File: src/design/sfcp_pkg.sv
// Constants, encodings and reset values for the serial flash command port.
// Assumes a single 10 MHz system clock; serial pins are asynchronous to it.
package sfcp_pkg;

  // Opcodes
  localparam logic [7:0] OP_READ       = 8'h03;
  localparam logic [7:0] OP_FAST_READ  = 8'h0b;
  localparam logic [7:0] OP_SSE_A      = 8'hd7;
  localparam logic [7:0] OP_SSE_B      = 8'h20;
  localparam logic [7:0] OP_SECT_ERASE = 8'hd8;
  localparam logic [7:0] OP_CHIP_ERASE = 8'hc7;
  localparam logic [7:0] OP_PAGE_PROG  = 8'h02;
  localparam logic [7:0] OP_WRITE_EN   = 8'h06;
  localparam logic [7:0] OP_WRITE_DIS  = 8'h04;
  localparam logic [7:0] OP_POWER_DOWN = 8'hb9;
  localparam logic [7:0] OP_STAT_READ  = 8'h05;
  localparam logic [7:0] OP_STAT_WRITE = 8'h01;
  localparam logic [7:0] OP_ID_READ    = 8'h9f;
  localparam logic [7:0] OP_ID_WAKE    = 8'hab;

  // Byte counts of complete commands, byte count cap and byte/bit indices
  localparam logic [2:0] BYTES_SINGLE   = 3'h1;
  localparam logic [2:0] BYTES_STATUS_W = 3'h2;
  localparam logic [2:0] BYTES_ADDR     = 3'h4;
  localparam logic [2:0] BYTES_PROG_MIN = 3'h5;
  localparam logic [2:0] BYTE_CNT_MAX   = 3'h7;
  localparam logic [2:0] BYTE_ADDR_LAST = 3'h3;
  localparam logic [2:0] BYTE_DUMMY     = 3'h4;
  localparam logic [2:0] BIT_LAST       = 3'h7;

  // Address space
  localparam int          ADDR_W        = 18;
  localparam logic [17:0] PROT_QUARTER  = 18'h30000;
  localparam logic [17:0] PROT_HALF     = 18'h20000;

  // Status layout
  localparam int          ST_BUSY       = 0;
  localparam int          ST_WEL        = 1;
  localparam int          ST_BP_LO      = 2;
  localparam int          ST_BP_HI      = 3;
  localparam int          ST_SWP        = 7;
  localparam logic [1:0]  BP_RST        = 2'h0;
  localparam logic        SWP_RST       = 1'h0;

  // Identification bytes (values are arbitrary)
  localparam logic [7:0]  ID_MAKER      = 8'h5a;
  localparam logic [7:0]  ID_DEVICE     = 8'h3c;

  // Synchroniser reset: {write_protect_n, si, sck, cs_n}
  localparam logic [3:0]  PIN_RST       = 4'h9;

  // Program data buffer
  localparam int          FIFO_W        = 8;
  localparam int          FIFO_DEPTH    = 32;

  typedef enum logic [1:0] {
    PH_IDLE   = 2'b00,
    PH_CMD    = 2'b01,
    PH_OUT    = 2'b10,
    PH_IGNORE = 2'b11
  } sfcp_phase_e;

  typedef enum logic [1:0] {
    SRC_MEM    = 2'b00,
    SRC_STATUS = 2'b01,
    SRC_ID_SEQ = 2'b10,
    SRC_ID_DEV = 2'b11
  } sfcp_src_e;

  typedef enum logic [1:0] {
    ARR_SMALL_ERASE  = 2'b00,
    ARR_SECTOR_ERASE = 2'b01,
    ARR_CHIP_ERASE   = 2'b10,
    ARR_PROGRAM      = 2'b11
  } sfcp_arr_e;

endpackage

File: src/design/sfcp_fifo.sv
// Parameterised flop FIFO with valid/ready on both sides and a flush.
// Assumes one clock domain; DEPTH is a power of two.
`timescale 1ns/1ps
module sfcp_fifo #(
  parameter int W     = 8,
  parameter int DEPTH = 32
) (
  // System
  input  wire logic         clock,
  input  wire logic         rst,
  input  wire logic         clear,
  // Fill side
  input  wire logic [W-1:0] in_data,
  input  wire logic         in_valid,
  output logic              in_ready,
  // Drain side
  output logic [W-1:0]      out_data,
  output logic              out_valid,
  input  wire logic         out_ready
);
  import sfcp_pkg::*;

  localparam int AW = $clog2(DEPTH);

  typedef struct packed {
    logic [DEPTH-1:0][W-1:0] mem;
    logic [AW-1:0]           wr;
    logic [AW-1:0]           rd;
    logic [AW:0]             cnt;
  } sfcp_fifo_s;

  sfcp_fifo_s r;
  sfcp_fifo_s n;
  logic       push;
  logic       pop;

  assign in_ready  = (r.cnt != (AW+1)'(DEPTH));
  assign out_valid = (r.cnt != '0);
  assign out_data  = r.mem[r.rd];
  assign push      = in_valid & in_ready;
  assign pop       = out_valid & out_ready;

  always_comb begin
    n = r;
    if (clear) begin
      n.wr  = '0;
      n.rd  = '0;
      n.cnt = '0;
    end else begin
      if (push) begin
        n.mem[r.wr] = in_data;
        n.wr        = r.wr + 1'b1;
      end
      if (pop) begin
        n.rd = r.rd + 1'b1;
      end
      n.cnt = r.cnt + {{AW{1'b0}}, push} - {{AW{1'b0}}, pop};
    end
  end

  always_ff @(posedge clock) begin
    if (rst) begin
      r <= '0;
    end else begin
      r <= n;
    end
  end

endmodule // sfcp_fifo

File: src/design/sfcp_cmd_port.sv
// Slave command front end of a serial flash: pin sampling, opcode decode,
// read streaming, status register and array command issue.
// Assumes serial pins asynchronous to clock, sck at most clock/8, and an
// array that returns mem_rdata one cycle after mem_rd and pulses arr_done.
//
// Behaviour
// - Chip select falling selects the device and opens command input.
// - Input bits shift in msb first on sck rise; output stays off meanwhile.
// - Reads drive output on, msb first, on sck falling edges.
// - Sck level at chip select fall picks mode 0 or mode 3.
// - Opcode 03h plus three address bytes returns data from that address.
// - 03h data starts on the fall after the last address bit.
// - Opcode 0Bh takes three address bytes plus one ignored dummy byte.
// - 0Bh data starts on the fall after the dummy byte.
// - Read address increments per byte and wraps from top to zero.
// - Chip select high ends the cycle and turns the output off.
// - Only the low 18 address bits are kept.
// - Non-read commands other than ABh act only if select rises on a byte boundary.
// - D7h/20h small sector erase, D8h sector erase, C7h chip erase.
// - ABh leaves power down.
// - 9Fh and ABh plus three bytes return identification bytes.
// - 05h reads status; 01h plus one byte writes status.
// - Status holds busy, write enable latch and reserved zero bits.
// - Bit 7 is the status write protect flag.
// - Bits 2 and 3 are the kept block protect level.
// - Status read repeats bit 7 to bit 0 while the clock runs.
// - Status write needs write enable and either protect pin high or flag 0.
// - Write enable latch clears on reset and on write completion.
// - Protect level guards quarter, half or all; chip erase only at 0.
`timescale 1ns/1ps
module sfcp_cmd_port (
  // System
  input  wire logic                      clock,
  input  wire logic                      rst,
  // Serial pins
  input  wire logic                      cs_n,
  input  wire logic                      sck,
  input  wire logic                      si,
  input  wire logic                      write_protect_n,
  output logic                           so,
  output logic                           so_oe,
  // Array read
  output logic                           mem_rd,
  output logic [sfcp_pkg::ADDR_W-1:0]    mem_addr,
  input  wire logic [7:0]                mem_rdata,
  // Array operations
  output logic                           arr_cmd_valid,
  output sfcp_pkg::sfcp_arr_e            arr_cmd_kind,
  output logic [sfcp_pkg::ADDR_W-1:0]    arr_cmd_addr,
  input  wire logic                      arr_done,
  // Program data
  output logic [sfcp_pkg::FIFO_W-1:0]    program_data_byte,
  output logic                           program_data_valid,
  input  wire logic                      program_data_ready,
  // Status view
  output logic [7:0]                     flash_status,
  output logic                           power_down
);
  import sfcp_pkg::*;

  typedef struct packed {
    logic [3:0]        pin_s1;
    logic [3:0]        pin_s2;
    logic              cs_d;
    logic              sck_d;
    sfcp_phase_e       phase;
    sfcp_src_e         src;
    logic              mode3;
    logic              seen_rise;
    logic [2:0]        bit_cnt;
    logic [2:0]        byte_cnt;
    logic [2:0]        out_cnt;
    logic [6:0]        rx;
    logic [7:0]        opcode;
    logic [ADDR_W-1:0] addr;
    logic [7:0]        wdata;
    logic [7:0]        tx;
    logic [7:0]        next_byte;
    logic              id_sel;
    logic              rd_wait;
    logic              prog_ok;
    logic              push_pend;
    logic [7:0]        push_byte;
    logic              overrun;
    logic              wel;
    logic [1:0]        bp;
    logic              swp;
    logic              busy;
    logic              power_down;
    logic [7:0]        stat;
    logic              so;
    logic              so_oe;
    logic              mem_rd;
    logic [ADDR_W-1:0] mem_addr;
    logic              arr_valid;
    sfcp_arr_e         arr_kind;
    logic [ADDR_W-1:0] arr_addr;
    logic              fifo_clear;
  } sfcp_state_s;

  sfcp_state_s       r;
  sfcp_state_s       n;
  logic              fifo_in_ready;
  logic [7:0]        byte_in;
  logic              cs_high;
  logic              cs_fall;
  logic              cs_rise;
  logic              sck_rise;
  logic              sck_fall;
  logic              byte_done;
  logic              start_read;
  logic [ADDR_W-1:0] start_addr;

  function automatic logic is_prot(input logic [1:0] lvl, input logic [ADDR_W-1:0] a);
    case (lvl)
      2'h0:    is_prot = 1'b0;
      2'h1:    is_prot = (a >= PROT_QUARTER);
      2'h2:    is_prot = (a >= PROT_HALF);
      default: is_prot = 1'b1;
    endcase
  endfunction

  assign cs_high   = r.pin_s2[0];
  assign byte_in   = {r.rx, r.pin_s2[2]};
  assign cs_fall   = r.cs_d & ~cs_high;
  assign cs_rise   = ~r.cs_d & cs_high;
  assign sck_rise  = ~r.sck_d & r.pin_s2[1] & ~cs_high & (r.phase != PH_IDLE);
  assign sck_fall  = r.sck_d & ~r.pin_s2[1] & ~cs_high & (r.phase == PH_OUT)
                     & (~r.mode3 | r.seen_rise);
  assign byte_done = sck_rise & (r.bit_cnt == BIT_LAST);

  always_comb begin
    n          = r;
    start_read = 1'b0;
    start_addr = r.addr;
    n.pin_s1   = {write_protect_n, si, sck, cs_n};
    n.pin_s2   = r.pin_s1;
    n.cs_d     = r.pin_s2[0];
    n.sck_d    = r.pin_s2[1];
    n.mem_rd     = 1'b0;
    n.arr_valid  = 1'b0;
    n.fifo_clear = 1'b0;
    n.rd_wait    = r.mem_rd;
    if (r.rd_wait) begin
      n.next_byte = mem_rdata;
    end
    if (r.push_pend && fifo_in_ready) begin
      n.push_pend = 1'b0;
    end
    if (arr_done) begin
      n.busy = 1'b0;
      n.wel  = 1'b0;
    end
    if (cs_fall) begin
      n.phase     = PH_CMD;
      n.mode3     = r.pin_s2[1];
      n.seen_rise = 1'b0;
      n.bit_cnt   = '0;
      n.byte_cnt  = '0;
      n.overrun   = 1'b0;
      n.prog_ok   = 1'b0;
    end else if (cs_rise && r.phase == PH_CMD && r.bit_cnt == '0) begin
      case (r.opcode)
        OP_WRITE_EN: begin
          if (r.byte_cnt == BYTES_SINGLE) n.wel = 1'b1;
        end
        OP_WRITE_DIS: begin
          if (r.byte_cnt == BYTES_SINGLE) n.wel = 1'b0;
        end
        OP_POWER_DOWN: begin
          if (r.byte_cnt == BYTES_SINGLE && !r.busy) n.power_down = 1'b1;
        end
        OP_STAT_WRITE: begin
          if (r.byte_cnt == BYTES_STATUS_W && r.wel && !r.busy
              && (r.pin_s2[3] || !r.swp)) begin
            n.bp  = r.wdata[ST_BP_HI:ST_BP_LO];
            n.swp = r.wdata[ST_SWP];
            n.wel = 1'b0;
          end
        end
        OP_CHIP_ERASE: begin
          if (r.byte_cnt == BYTES_SINGLE && r.wel && !r.busy && r.bp == 2'h0) begin
            n.arr_valid = 1'b1;
            n.arr_kind  = ARR_CHIP_ERASE;
          end
        end
        OP_SSE_A, OP_SSE_B, OP_SECT_ERASE: begin
          if (r.byte_cnt == BYTES_ADDR && r.wel && !r.busy && !is_prot(r.bp, r.addr)) begin
            n.arr_valid = 1'b1;
            n.arr_kind  = (r.opcode == OP_SECT_ERASE) ? ARR_SECTOR_ERASE : ARR_SMALL_ERASE;
          end
        end
        OP_PAGE_PROG: begin
          if (r.byte_cnt >= BYTES_PROG_MIN && r.prog_ok && !r.overrun) begin
            n.arr_valid = 1'b1;
            n.arr_kind  = ARR_PROGRAM;
          end
        end
        default: begin
        end
      endcase
      if (n.arr_valid) begin
        n.arr_addr = r.addr;
        n.busy     = 1'b1;
      end
      n.phase = PH_IDLE;
    end else if (cs_rise) begin
      n.phase = PH_IDLE;
    end else if (sck_rise) begin
      n.seen_rise = 1'b1;
      n.rx        = byte_in[6:0];
      n.bit_cnt   = r.bit_cnt + 3'h1;
      if (byte_done) begin
        if (r.byte_cnt != BYTE_CNT_MAX) n.byte_cnt = r.byte_cnt + 3'h1;
        if (r.phase == PH_CMD) begin
          case (r.byte_cnt)
            3'h0: begin
              n.opcode = byte_in;
              if (r.power_down && byte_in != OP_ID_WAKE) begin
                n.phase = PH_IGNORE;
              end else begin
                case (byte_in)
                  OP_STAT_READ: begin
                    n.phase     = PH_OUT;
                    n.src       = SRC_STATUS;
                    n.next_byte = r.stat;
                    n.out_cnt   = '0;
                  end
                  OP_ID_READ: begin
                    n.phase     = PH_OUT;
                    n.src       = SRC_ID_SEQ;
                    n.next_byte = ID_MAKER;
                    n.id_sel    = 1'b1;
                    n.out_cnt   = '0;
                  end
                  OP_ID_WAKE: begin
                    n.power_down = 1'b0;
                  end
                  OP_PAGE_PROG: begin
                    n.prog_ok    = r.wel & ~r.busy;
                    n.fifo_clear = r.wel & ~r.busy;
                  end
                  OP_READ, OP_FAST_READ, OP_SSE_A, OP_SSE_B, OP_SECT_ERASE,
                  OP_CHIP_ERASE, OP_WRITE_EN, OP_WRITE_DIS, OP_POWER_DOWN,
                  OP_STAT_WRITE: begin
                  end
                  default: begin
                    n.phase = PH_IGNORE;
                  end
                endcase
              end
            end
            3'h1: begin
              n.addr[ADDR_W-1:16] = byte_in[ADDR_W-17:0];
              n.wdata             = byte_in;
            end
            3'h2: begin
              n.addr[15:8] = byte_in;
            end
            3'h3: begin
              n.addr[7:0] = byte_in;
              start_addr  = {r.addr[ADDR_W-1:8], byte_in};
              start_read  = (r.opcode == OP_READ);
              if (r.opcode == OP_PAGE_PROG) n.prog_ok = r.prog_ok & ~is_prot(r.bp, start_addr);
              if (r.opcode == OP_ID_WAKE) begin
                n.phase     = PH_OUT;
                n.src       = SRC_ID_DEV;
                n.next_byte = ID_DEVICE;
                n.out_cnt   = '0;
              end
            end
            default: begin
              start_read = (r.opcode == OP_FAST_READ) && (r.byte_cnt == BYTE_DUMMY);
            end
          endcase
          if (r.opcode == OP_PAGE_PROG && r.byte_cnt >= BYTE_DUMMY && r.prog_ok) begin
            if (r.push_pend && !fifo_in_ready) begin
              n.overrun = 1'b1;
            end else begin
              n.push_pend = 1'b1;
              n.push_byte = byte_in;
            end
          end
        end
      end
      if (start_read) begin
        n.phase    = PH_OUT;
        n.src      = SRC_MEM;
        n.out_cnt  = '0;
        n.mem_rd   = 1'b1;
        n.mem_addr = start_addr;
        n.addr     = start_addr + 1'b1;
      end
    end else if (sck_fall) begin
      n.so_oe   = 1'b1;
      n.out_cnt = r.out_cnt + 3'h1;
      if (r.out_cnt == '0) begin
        n.so = r.next_byte[7];
        n.tx = {r.next_byte[6:0], 1'b0};
        case (r.src)
          SRC_MEM: begin
            n.mem_rd   = 1'b1;
            n.mem_addr = r.addr;
            n.addr     = r.addr + 1'b1;
          end
          SRC_STATUS: n.next_byte = r.stat;
          SRC_ID_SEQ: begin
            n.next_byte = r.id_sel ? ID_DEVICE : ID_MAKER;
            n.id_sel    = ~r.id_sel;
          end
          default: n.next_byte = ID_DEVICE;
        endcase
      end else begin
        n.so = r.tx[7];
        n.tx = {r.tx[6:0], 1'b0};
      end
    end
    if (cs_high || n.phase != PH_OUT) begin
      n.so_oe = 1'b0;
    end
    n.stat = {n.swp, 3'h0, n.bp, n.wel, n.busy};
  end

  always_ff @(posedge clock) begin
    if (rst) begin
      r        <= '0;
      r.pin_s1 <= PIN_RST;
      r.pin_s2 <= PIN_RST;
      r.cs_d   <= 1'b1;
      r.bp     <= BP_RST;
      r.swp    <= SWP_RST;
      r.stat   <= {SWP_RST, 3'h0, BP_RST, 2'h0};
    end else begin
      r <= n;
    end
  end

  sfcp_fifo #(
    .W     (FIFO_W),
    .DEPTH (FIFO_DEPTH)
  ) u_prog_fifo (
    .clock     (clock),
    .rst       (rst),
    .clear     (r.fifo_clear),
    .in_data   (r.push_byte),
    .in_valid  (r.push_pend),
    .in_ready  (fifo_in_ready),
    .out_data  (program_data_byte),
    .out_valid (program_data_valid),
    .out_ready (program_data_ready)
  );

  assign so            = r.so;
  assign so_oe         = r.so_oe;
  assign mem_rd        = r.mem_rd;
  assign mem_addr      = r.mem_addr;
  assign arr_cmd_valid = r.arr_valid;
  assign arr_cmd_kind  = r.arr_kind;
  assign arr_cmd_addr  = r.arr_addr;
  assign flash_status  = r.stat;
  assign power_down    = r.power_down;

  a_oe_deselect: assert property (@(posedge clock) disable iff (rst)
    cs_high |=> !r.so_oe) else $error("output on while deselected");
  a_oe_in_cmd: assert property (@(posedge clock) disable iff (rst)
    (r.phase == PH_CMD) |-> !r.so_oe) else $error("output on during input");
  a_oe_on_fall: assert property (@(posedge clock) disable iff (rst)
    $rose(r.so_oe) |-> $past(sck_fall)) else $error("output enabled off a fall");
  a_mode_latch: assert property (@(posedge clock) disable iff (rst)
    cs_fall |=> (r.mode3 == $past(r.pin_s2[1]))) else $error("mode not latched");
  a_read_fetch: assert property (@(posedge clock) disable iff (rst)
    (byte_done && r.phase == PH_CMD && r.opcode == OP_READ && r.byte_cnt == 3'h3)
    |=> r.mem_rd && r.phase == PH_OUT) else $error("read fetch missing");
  a_fast_fetch: assert property (@(posedge clock) disable iff (rst)
    (byte_done && r.phase == PH_CMD && r.opcode == OP_FAST_READ && r.byte_cnt == 3'h3)
    |=> r.phase == PH_CMD) else $error("fast read left early");
  a_addr_step: assert property (@(posedge clock) disable iff (rst)
    (r.mem_rd && r.src == SRC_MEM) |-> (r.addr == r.mem_addr + 1'b1))
    else $error("read address not stepped");
  a_wel_done: assert property (@(posedge clock) disable iff (rst)
    (arr_done && !cs_rise) |=> !r.wel) else $error("latch kept after done");
  a_chip_prot: assert property (@(posedge clock) disable iff (rst)
    (r.arr_valid && r.arr_kind == ARR_CHIP_ERASE) |-> (r.bp == 2'h0))
    else $error("chip erase while protected");
  a_stat_guard: assert property (@(posedge clock) disable iff (rst)
    ($changed(r.bp) || $changed(r.swp)) |-> $past(r.wel) && ($past(r.pin_s2[3]) || !$past(r.swp)))
    else $error("status written without permission");
  a_sleep_ignore: assert property (@(posedge clock) disable iff (rst)
    (byte_done && r.phase == PH_CMD && r.byte_cnt == 3'h0 && r.power_down
     && byte_in != OP_ID_WAKE) |=> r.phase == PH_IGNORE) else $error("command in power down");

endmodule // sfcp_cmd_port

File: config.mk
export PLATFORM = sky130hd
export DESIGN_NAME = sfcp_cmd_port
export DESIGN_NICKNAME = d
export VERILOG_FILES = /design/src/design/sfcp_pkg.sv /design/src/design/sfcp_fifo.sv /design/src/design/sfcp_cmd_port.sv
export SDC_FILE = /design/constraint.sdc
export NUM_CORES = 1
export LEC_CHECK = 0
export BUFFER_PORTS_ARGS = -buffer_cell sky130_fd_sc_hd__buf_2
export CORE_AREA = 2 2 289 291
export CTS_CLUSTER_DIAMETER = 80
export DETAILED_ROUTE_END_ITERATION = 10
export DIE_AREA = 0 0 291 293
export GPL_TIMING_DRIVEN = 0
export SETUP_SLACK_MARGIN = 0.02
export SLEW_MARGIN = 15
export SYNTH_ARGS = -nofsm -noshare
export SYNTH_HDL_FRONTEND = slang
export SYNTH_SLANG_ARGS = --single-unit
export TNS_END_PERCENT = 30
File: constraint.sdc
create_clock -name clock -period 6.3 [get_ports clock]
set_input_delay 1.26 -clock clock [delete_from_list [all_inputs] [get_ports clock]]
set_output_delay 1.26 -clock clock [all_outputs]
set_load 0.01 [all_outputs]
---- Yosys cells after proc, flatten, opt, wreduce, memory -nomap -nowiden ----
Cells that the tools add are included.
Widths: inputs -> output; s select.
operators by class
  equality and inequality tests ........... 70
  $add $sub $neg .......................... 9
  bitwise gates (word level) .............. 33
  reduce and logical (&&, ||, !) cells .... 78
  $lt $le $gt $ge ......................... 9
  muxes and demuxes ....................... 131
operators by type and width
  kind                   number
  $bwmux 256             1
  $mux 18                9
  $mux 9                 10
  $eq 8x8->1 const B     11
  $mux 8                 11
  $mux 19                4
  $ge 18x18->1 const B   4
  $mux 11                5
  $mux 26                2
  $mux 1                 42
  $mux 3                 14
  $bmux 8 s5             1
  $demux 8 s5            1
  $eq 8x3->1 const B     5
  $add 18x1->18 const B  2
  $reduce_and 9->1       4
  $eq 8x2->1 const B     4
  $pmux 8 s2             2
  $reduce_and 10->1      3
  $reduce_and 7->1       4
  $reduce_bool 2->1      13
  $mux 4                 6
  $ne 4x4->1 const B     6
  $pmux 8 s3             1
  other kinds (59)       165
storage, ports and cells
  bits in registers ....................... 424
  word-level logic and storage cells ...... 405

---- Depth between registers and ports, before layout ----
  depth after elaboration ................. 20
  gate-level depth with buffers ........... 16

---- Hierarchy ----
Synthesis repeated with hierarchy kept, for this count alone.
unflattened totals
  cell total of the unflattened synthesis .. 2199
  area, all modules ....................... 20626.0 µm²
modules (own cells, without submodules)
  module         area each (µm²)  cells an instance  seq. area each (µm²)  instances
  sfcp_fifo      12398.1          1155               5445.2                1
  sfcp_cmd_port  8227.9           1044               2762.6                1

---- Least setup slack after synthesis ----
No wires, ideal clock.
  kind .................................... register -> output
  start point ............................. register u_prog_fifo.r[6] (netlist bit)
  end point ............................... output program_data_byte[0] (netlist bit)
  arrival ................................. 2.180 ns
  path buffers ............................ 2
  path slack .............................. 2.860 ns
  cell stages (with the launch flop) ...... 6
  path through ............................ dfxtp_1 buf_2 buf_2 mux4_2 mux4_2 mux2_2
on the way
  cells in the longest elaborated chain, start to end .. 2
ends and longest elaborated chain
  item                          line                 RTL
  start, declared               sfcp_fifo.sv:32      sfcp_fifo_s r;
  start signal, assigned        sfcp_fifo.sv:65      r <= n;
  $bmux 8 s5                    sfcp_fifo.sv:39      assign out_data = r.mem[r.rd];
  $mux 8 (not written as such)  sfcp_fifo.sv:39
  end, declared                 sfcp_cmd_port.sv:52  output logic [sfcp_pkg::FIFO_W-1:0] program_data_byte,
Every way passes these cells. The select of a mux whose other input is x is not followed.

---- Worst setup path in the final report ----
  start point ............................. register u_prog_fifo.r[7] (netlist bit)
  end point ............................... output program_data_byte[5] (netlist bit)
Same word-level chain as after synthesis.

==> impl_metrics.py <==
metrics = {
    "cts": {
        "worst_skew_pair.late_latency_ns": 0.61,
        "cts-root-buf": "sky130_fd_sc_hd__clkbuf_16",
        "cts_hold_buffers": 0,
        "post_cts.repair.setup_buffers": 0,
        "worst_setup_hold_path_clk_slew_ns": 0.06,
        "cts_made_buffers": 46,
        "cts.sink_count": 410,
        "cts.htree.levels": 2,
        "cts.repair.resized": 0,
        "ctsLongestPathBuffers": 3,
        "cts_tree": "done",
    },
    "global_route": {
        "maximum_number_of_pins_on_one_net_before_global_route_repair": 14,
        "grt_first_pass_wirelength_mm": 111,
        "global_route.overflow_total": 0,
        "globalRouteTotalUtil": 0.165,
        "initial_antenna_violation_count": 1,
        "via_count_of_the_first_global_routing_pass": 18000,
    },
    "power_and_ir_drop": {
        "finalPower_mw": 5.99,
        "power.leakage_nw": 7.71,
        "power_per_cell_area_nw_per_um2": 254,
        "peakVddDrop_uv": 174,
    },
    "worst_hold_path": {
        "hold_path_end": "cs_high",
        "whs_path_depth": 1,
        "worst_hold_startpoint": "n[144]",
        "worst_hold_path_type": "flop to flop",
    },
    "worst_setup_path": {
        "crit_path_arrival_time_ns": 3.95,
        "timing.critical_path.from_type": "flop",
        "worst_path_largest_cell_delay_ns": 0.73,
        "reg_to_reg_endpoint": "r[104]",
        "critPathSlowestCell": "sky130_fd_sc_hd__clkbuf_1",
        "r2r_setup_slack_ns": 2.11,
        "reg2regPathDepth": 15,
        "timing.critical_path.required_ns": 5.04,
        "path_cells": "clkbuf_1 -> clkbuf_1 -> mux4_2 -> mux4_2 -> mux2_2 -> buf_2",
        "end_kind": "primary output",
        "critical_path_peak_fanout": 10,
        "critical_path.reg2reg.startpoint": "r[130]",
        "critical_path_class": "flop to primary output",
    },
    "die": {
        "io_pins": 76,
        "placement_rows": 105,
        "core_region_area_um2": 81800,
        "die_width_um": 291,
        "chipHeight_um": 293,
        "floorplan.die_area_um2": 85300,
        "initial_core_util": 0.249,
    },
    "synthesis": {
        "yosys-top-cells-area": "sky130_fd_sc_hd__dfxtp_1 (40%), sky130_fd_sc_hd__mux4_2 (8.9%), sky130_fd_sc_hd__a21oi_1 (8.1%), sky130_fd_sc_hd__o21ai_0 (7.3%), sky130_fd_sc_hd__nand2_1 (7.1%)",
        "share_of_synthesized_cell_area_in_full_adder_half_adder_and_majority_cells": 0.0194,
        "synth_xor_area_frac": 0.0112,
        "async_set_or_reset_register_ratio_after_synthesis": 0,
        "synth_commonest_cells": "sky130_fd_sc_hd__dfxtp_1 (410), sky130_fd_sc_hd__nand2_1 (385), sky130_fd_sc_hd__a21oi_1 (331), sky130_fd_sc_hd__o21ai_0 (298), sky130_fd_sc_hd__clkbuf_1 (177)",
        "synthSimpleGateAreaFrac": 0.171,
        "post_synth_num_cell_types": 98,
        "synth.largest_area_cell": "sky130_fd_sc_hd__dfxtp_1",
        "combinational_family_with_the_most_area_after_synthesis": "compound AO/OA/AOI/OAI gates",
        "mapped_cell_area_um2": 20400,
        "synthesis.yosys.warnings": 0,
        "post_synth_mux_area_share": 0.118,
        "syn_avg_cell_area_um2": 8.37,
        "synth_compound_gate_area_share": 0.210,
        "synth_seq_cells": 410,
        "synthesis.instances": 2431,
        "netlist.area_leader.share": 0.403,
        "synth.most_common_cell": "sky130_fd_sc_hd__dfxtp_1",
        "ys_flop_type": "sky130_fd_sc_hd__dfxtp_1",
        "synth-edff-count": 0,
        "seq_area_frac_synth": 0.403,
    },
    "detailed_routing": {
        "avgRoutedWirePerCell_um": 19.9,
        "number_of_nets_with_antenna_violations_after_routing": 0,
        "first_iter_violations": 2208,
        "drcViolationCount": 0,
        "vias": 19100,
        "drt-total-wl_mm": 72.8,
        "first_pass_iters": 7,
        "drt-vias-per-instance": 5.23,
    },
    "timing": {
        "rsz0062_at_grt": "no",
        "maxSlewHeadroom": 0.216,
        "period_share": 0.827,
        "final_total_negative_setup_slack_ns": 0,
        "setup_violations": 0,
        "slew_of_the_pin_with_the_lowest_slew_margin_ns": 1.18,
        "timing.final.max_slew_violations": 0,
        "fin_worst_skew_ns": 0.0379,
        "fmax_ghz": 0.192,
        "finalCriticalPeriod_ns": 5.21,
        "final-hold-violation-count": 0,
    },
    "cells_and_area": {
        "design.final.nets": 2599,
        "antenna-diode-count": 0,
        "syn_to_final_growth_pct": 15.9,
        "final.fill_count": 8732,
        "final_core_utilization": 0.288,
        "drive_gt1_frac": 0.134,
    },
    "job": {
        "cap_violations": 0,
    },
    "placement": {
        "dp_hpwl_mm": 52.0,
        "routability_cong": 0.934,
        "placement.io_buffers": 71,
    },
    "run_status": {
        "run_status": "complete, no violations",
    },
}
[power by group]
group	switching, mW	total (mW)	internal [mW]
clock network	1.17	2.74	1.57
logic	0.374	0.606	0.232
registers	0.0196	2.64	2.62
[final cells by class]
class | instances | area [um^2] | area share
plain buffers | 270 | 1240 | 0.0528
clock buffers | 66 | 1300 | 0.0550
clock inverters | 18 | 230 | 0.00976
inverters | 32 | 120 | 0.00509
multi-input cells | 1721 | 10800 | 0.458
flip-flops and latches | 410 | 8210 | 0.348
well taps | 1070 | 1340 | 0.0568
repair buffers | 71 | 355 | 0.0151
[registers in the layout, indices dropped and copies added, names as in the netlist]
name and cells:
u_prog_fifo.r 272, r 78, so_oe 1, byte_in 8, arr_cmd_kind 2, n 5
flash_status 3, cs_high 1, mem_rd 1, arr_cmd_addr 18, mem_addr 18, so 1
arr_cmd_valid 1, power_down 1
[critical path, delay by kind of cell (launching register included)]
kind                   cells  cell delay [ns]
muxes                      3             1.32
DFF                        1             0.53
buffers and inverters      3             1.48
[per-layer routing]
layer | track usage | up-vias | routed length [um]
met5 | 0 | - | 13
met4 | 0.0763 | 2 | 3270
met3 | 0.0268 | 180 | 5750
met2 | 0.257 | 891 | 32400
met1 | 0.223 | 9219 | 31300
li1 | - | 8822 | -
[metrics by stage]
stage / instance area (um^2) / worst slack [ns] / cells / hold WS (ns)
finish: 23600 / 1.09 / 3658 / 0.416
global route: 23600 / 1.11 / 3658 / 0.428
CTS: 23600 / 1.17 / 3658 / 0.416
detailed placement: 22100 / 1.81 / 3574 / 0.396
global placement: 22100 / 1.87 / 3574 / 0.394
floorplan: 20400 / 2.86 / 2433 / 0.389
[cell usage in the layout, fill, tap and decap left out, drive strengths merged, types with 6 or more instances in the layout]
cell type	netlist	routed
nand3	45	45
a21oi	333	333
inv	32	34
nand4	24	24
and3	6	6
and2	7	7
clkbuf	178	244
a31oi	7	7
clkinv	0	9
buf	92	163
nand3b	6	6
o22ai	14	14
o21ai	304	304
a311oi	13	13
nand2	386	386
mux2	11	11
ha	30	30
and4	6	6
nor4	11	11
mux2i	48	48
nor3	28	28
dfxtp	410	410
xnor2	11	11
or2	8	8
xor2	15	15
nor2b	18	18
a221oi	10	10
nor2	166	166
a2111oi	7	7
mux4	80	80
nand2b	12	12
a211oi	17	17
[kinds of logic after synthesis]
kind of cell    count (synthesis)
compound gates                764
xor+xnor                       26
simple gates                  758
buf+inv                       302
other cells                     1
mux                           139
fa+ha+maj                      31
flops                         410
[how the worst max path moves through the flow]
stage / from / end / slack [ns] / cells after the start
after global placement: u_prog_fifo.r[7] / program_data_byte[5] / 1.87 / 6
after CTS: u_prog_fifo.r[7] / program_data_byte[4] / 1.17 / 6
after global routing: u_prog_fifo.r[7] / program_data_byte[4] / 1.11 / 6
final: u_prog_fifo.r[7] / program_data_byte[5] / 1.09 / 6
after floorplan: u_prog_fifo.r[6] / program_data_byte[0] / 2.86 / 5
after detailed placement: u_prog_fifo.r[7] / program_data_byte[4] / 1.81 / 6
(Power assumes the default switching activity.)
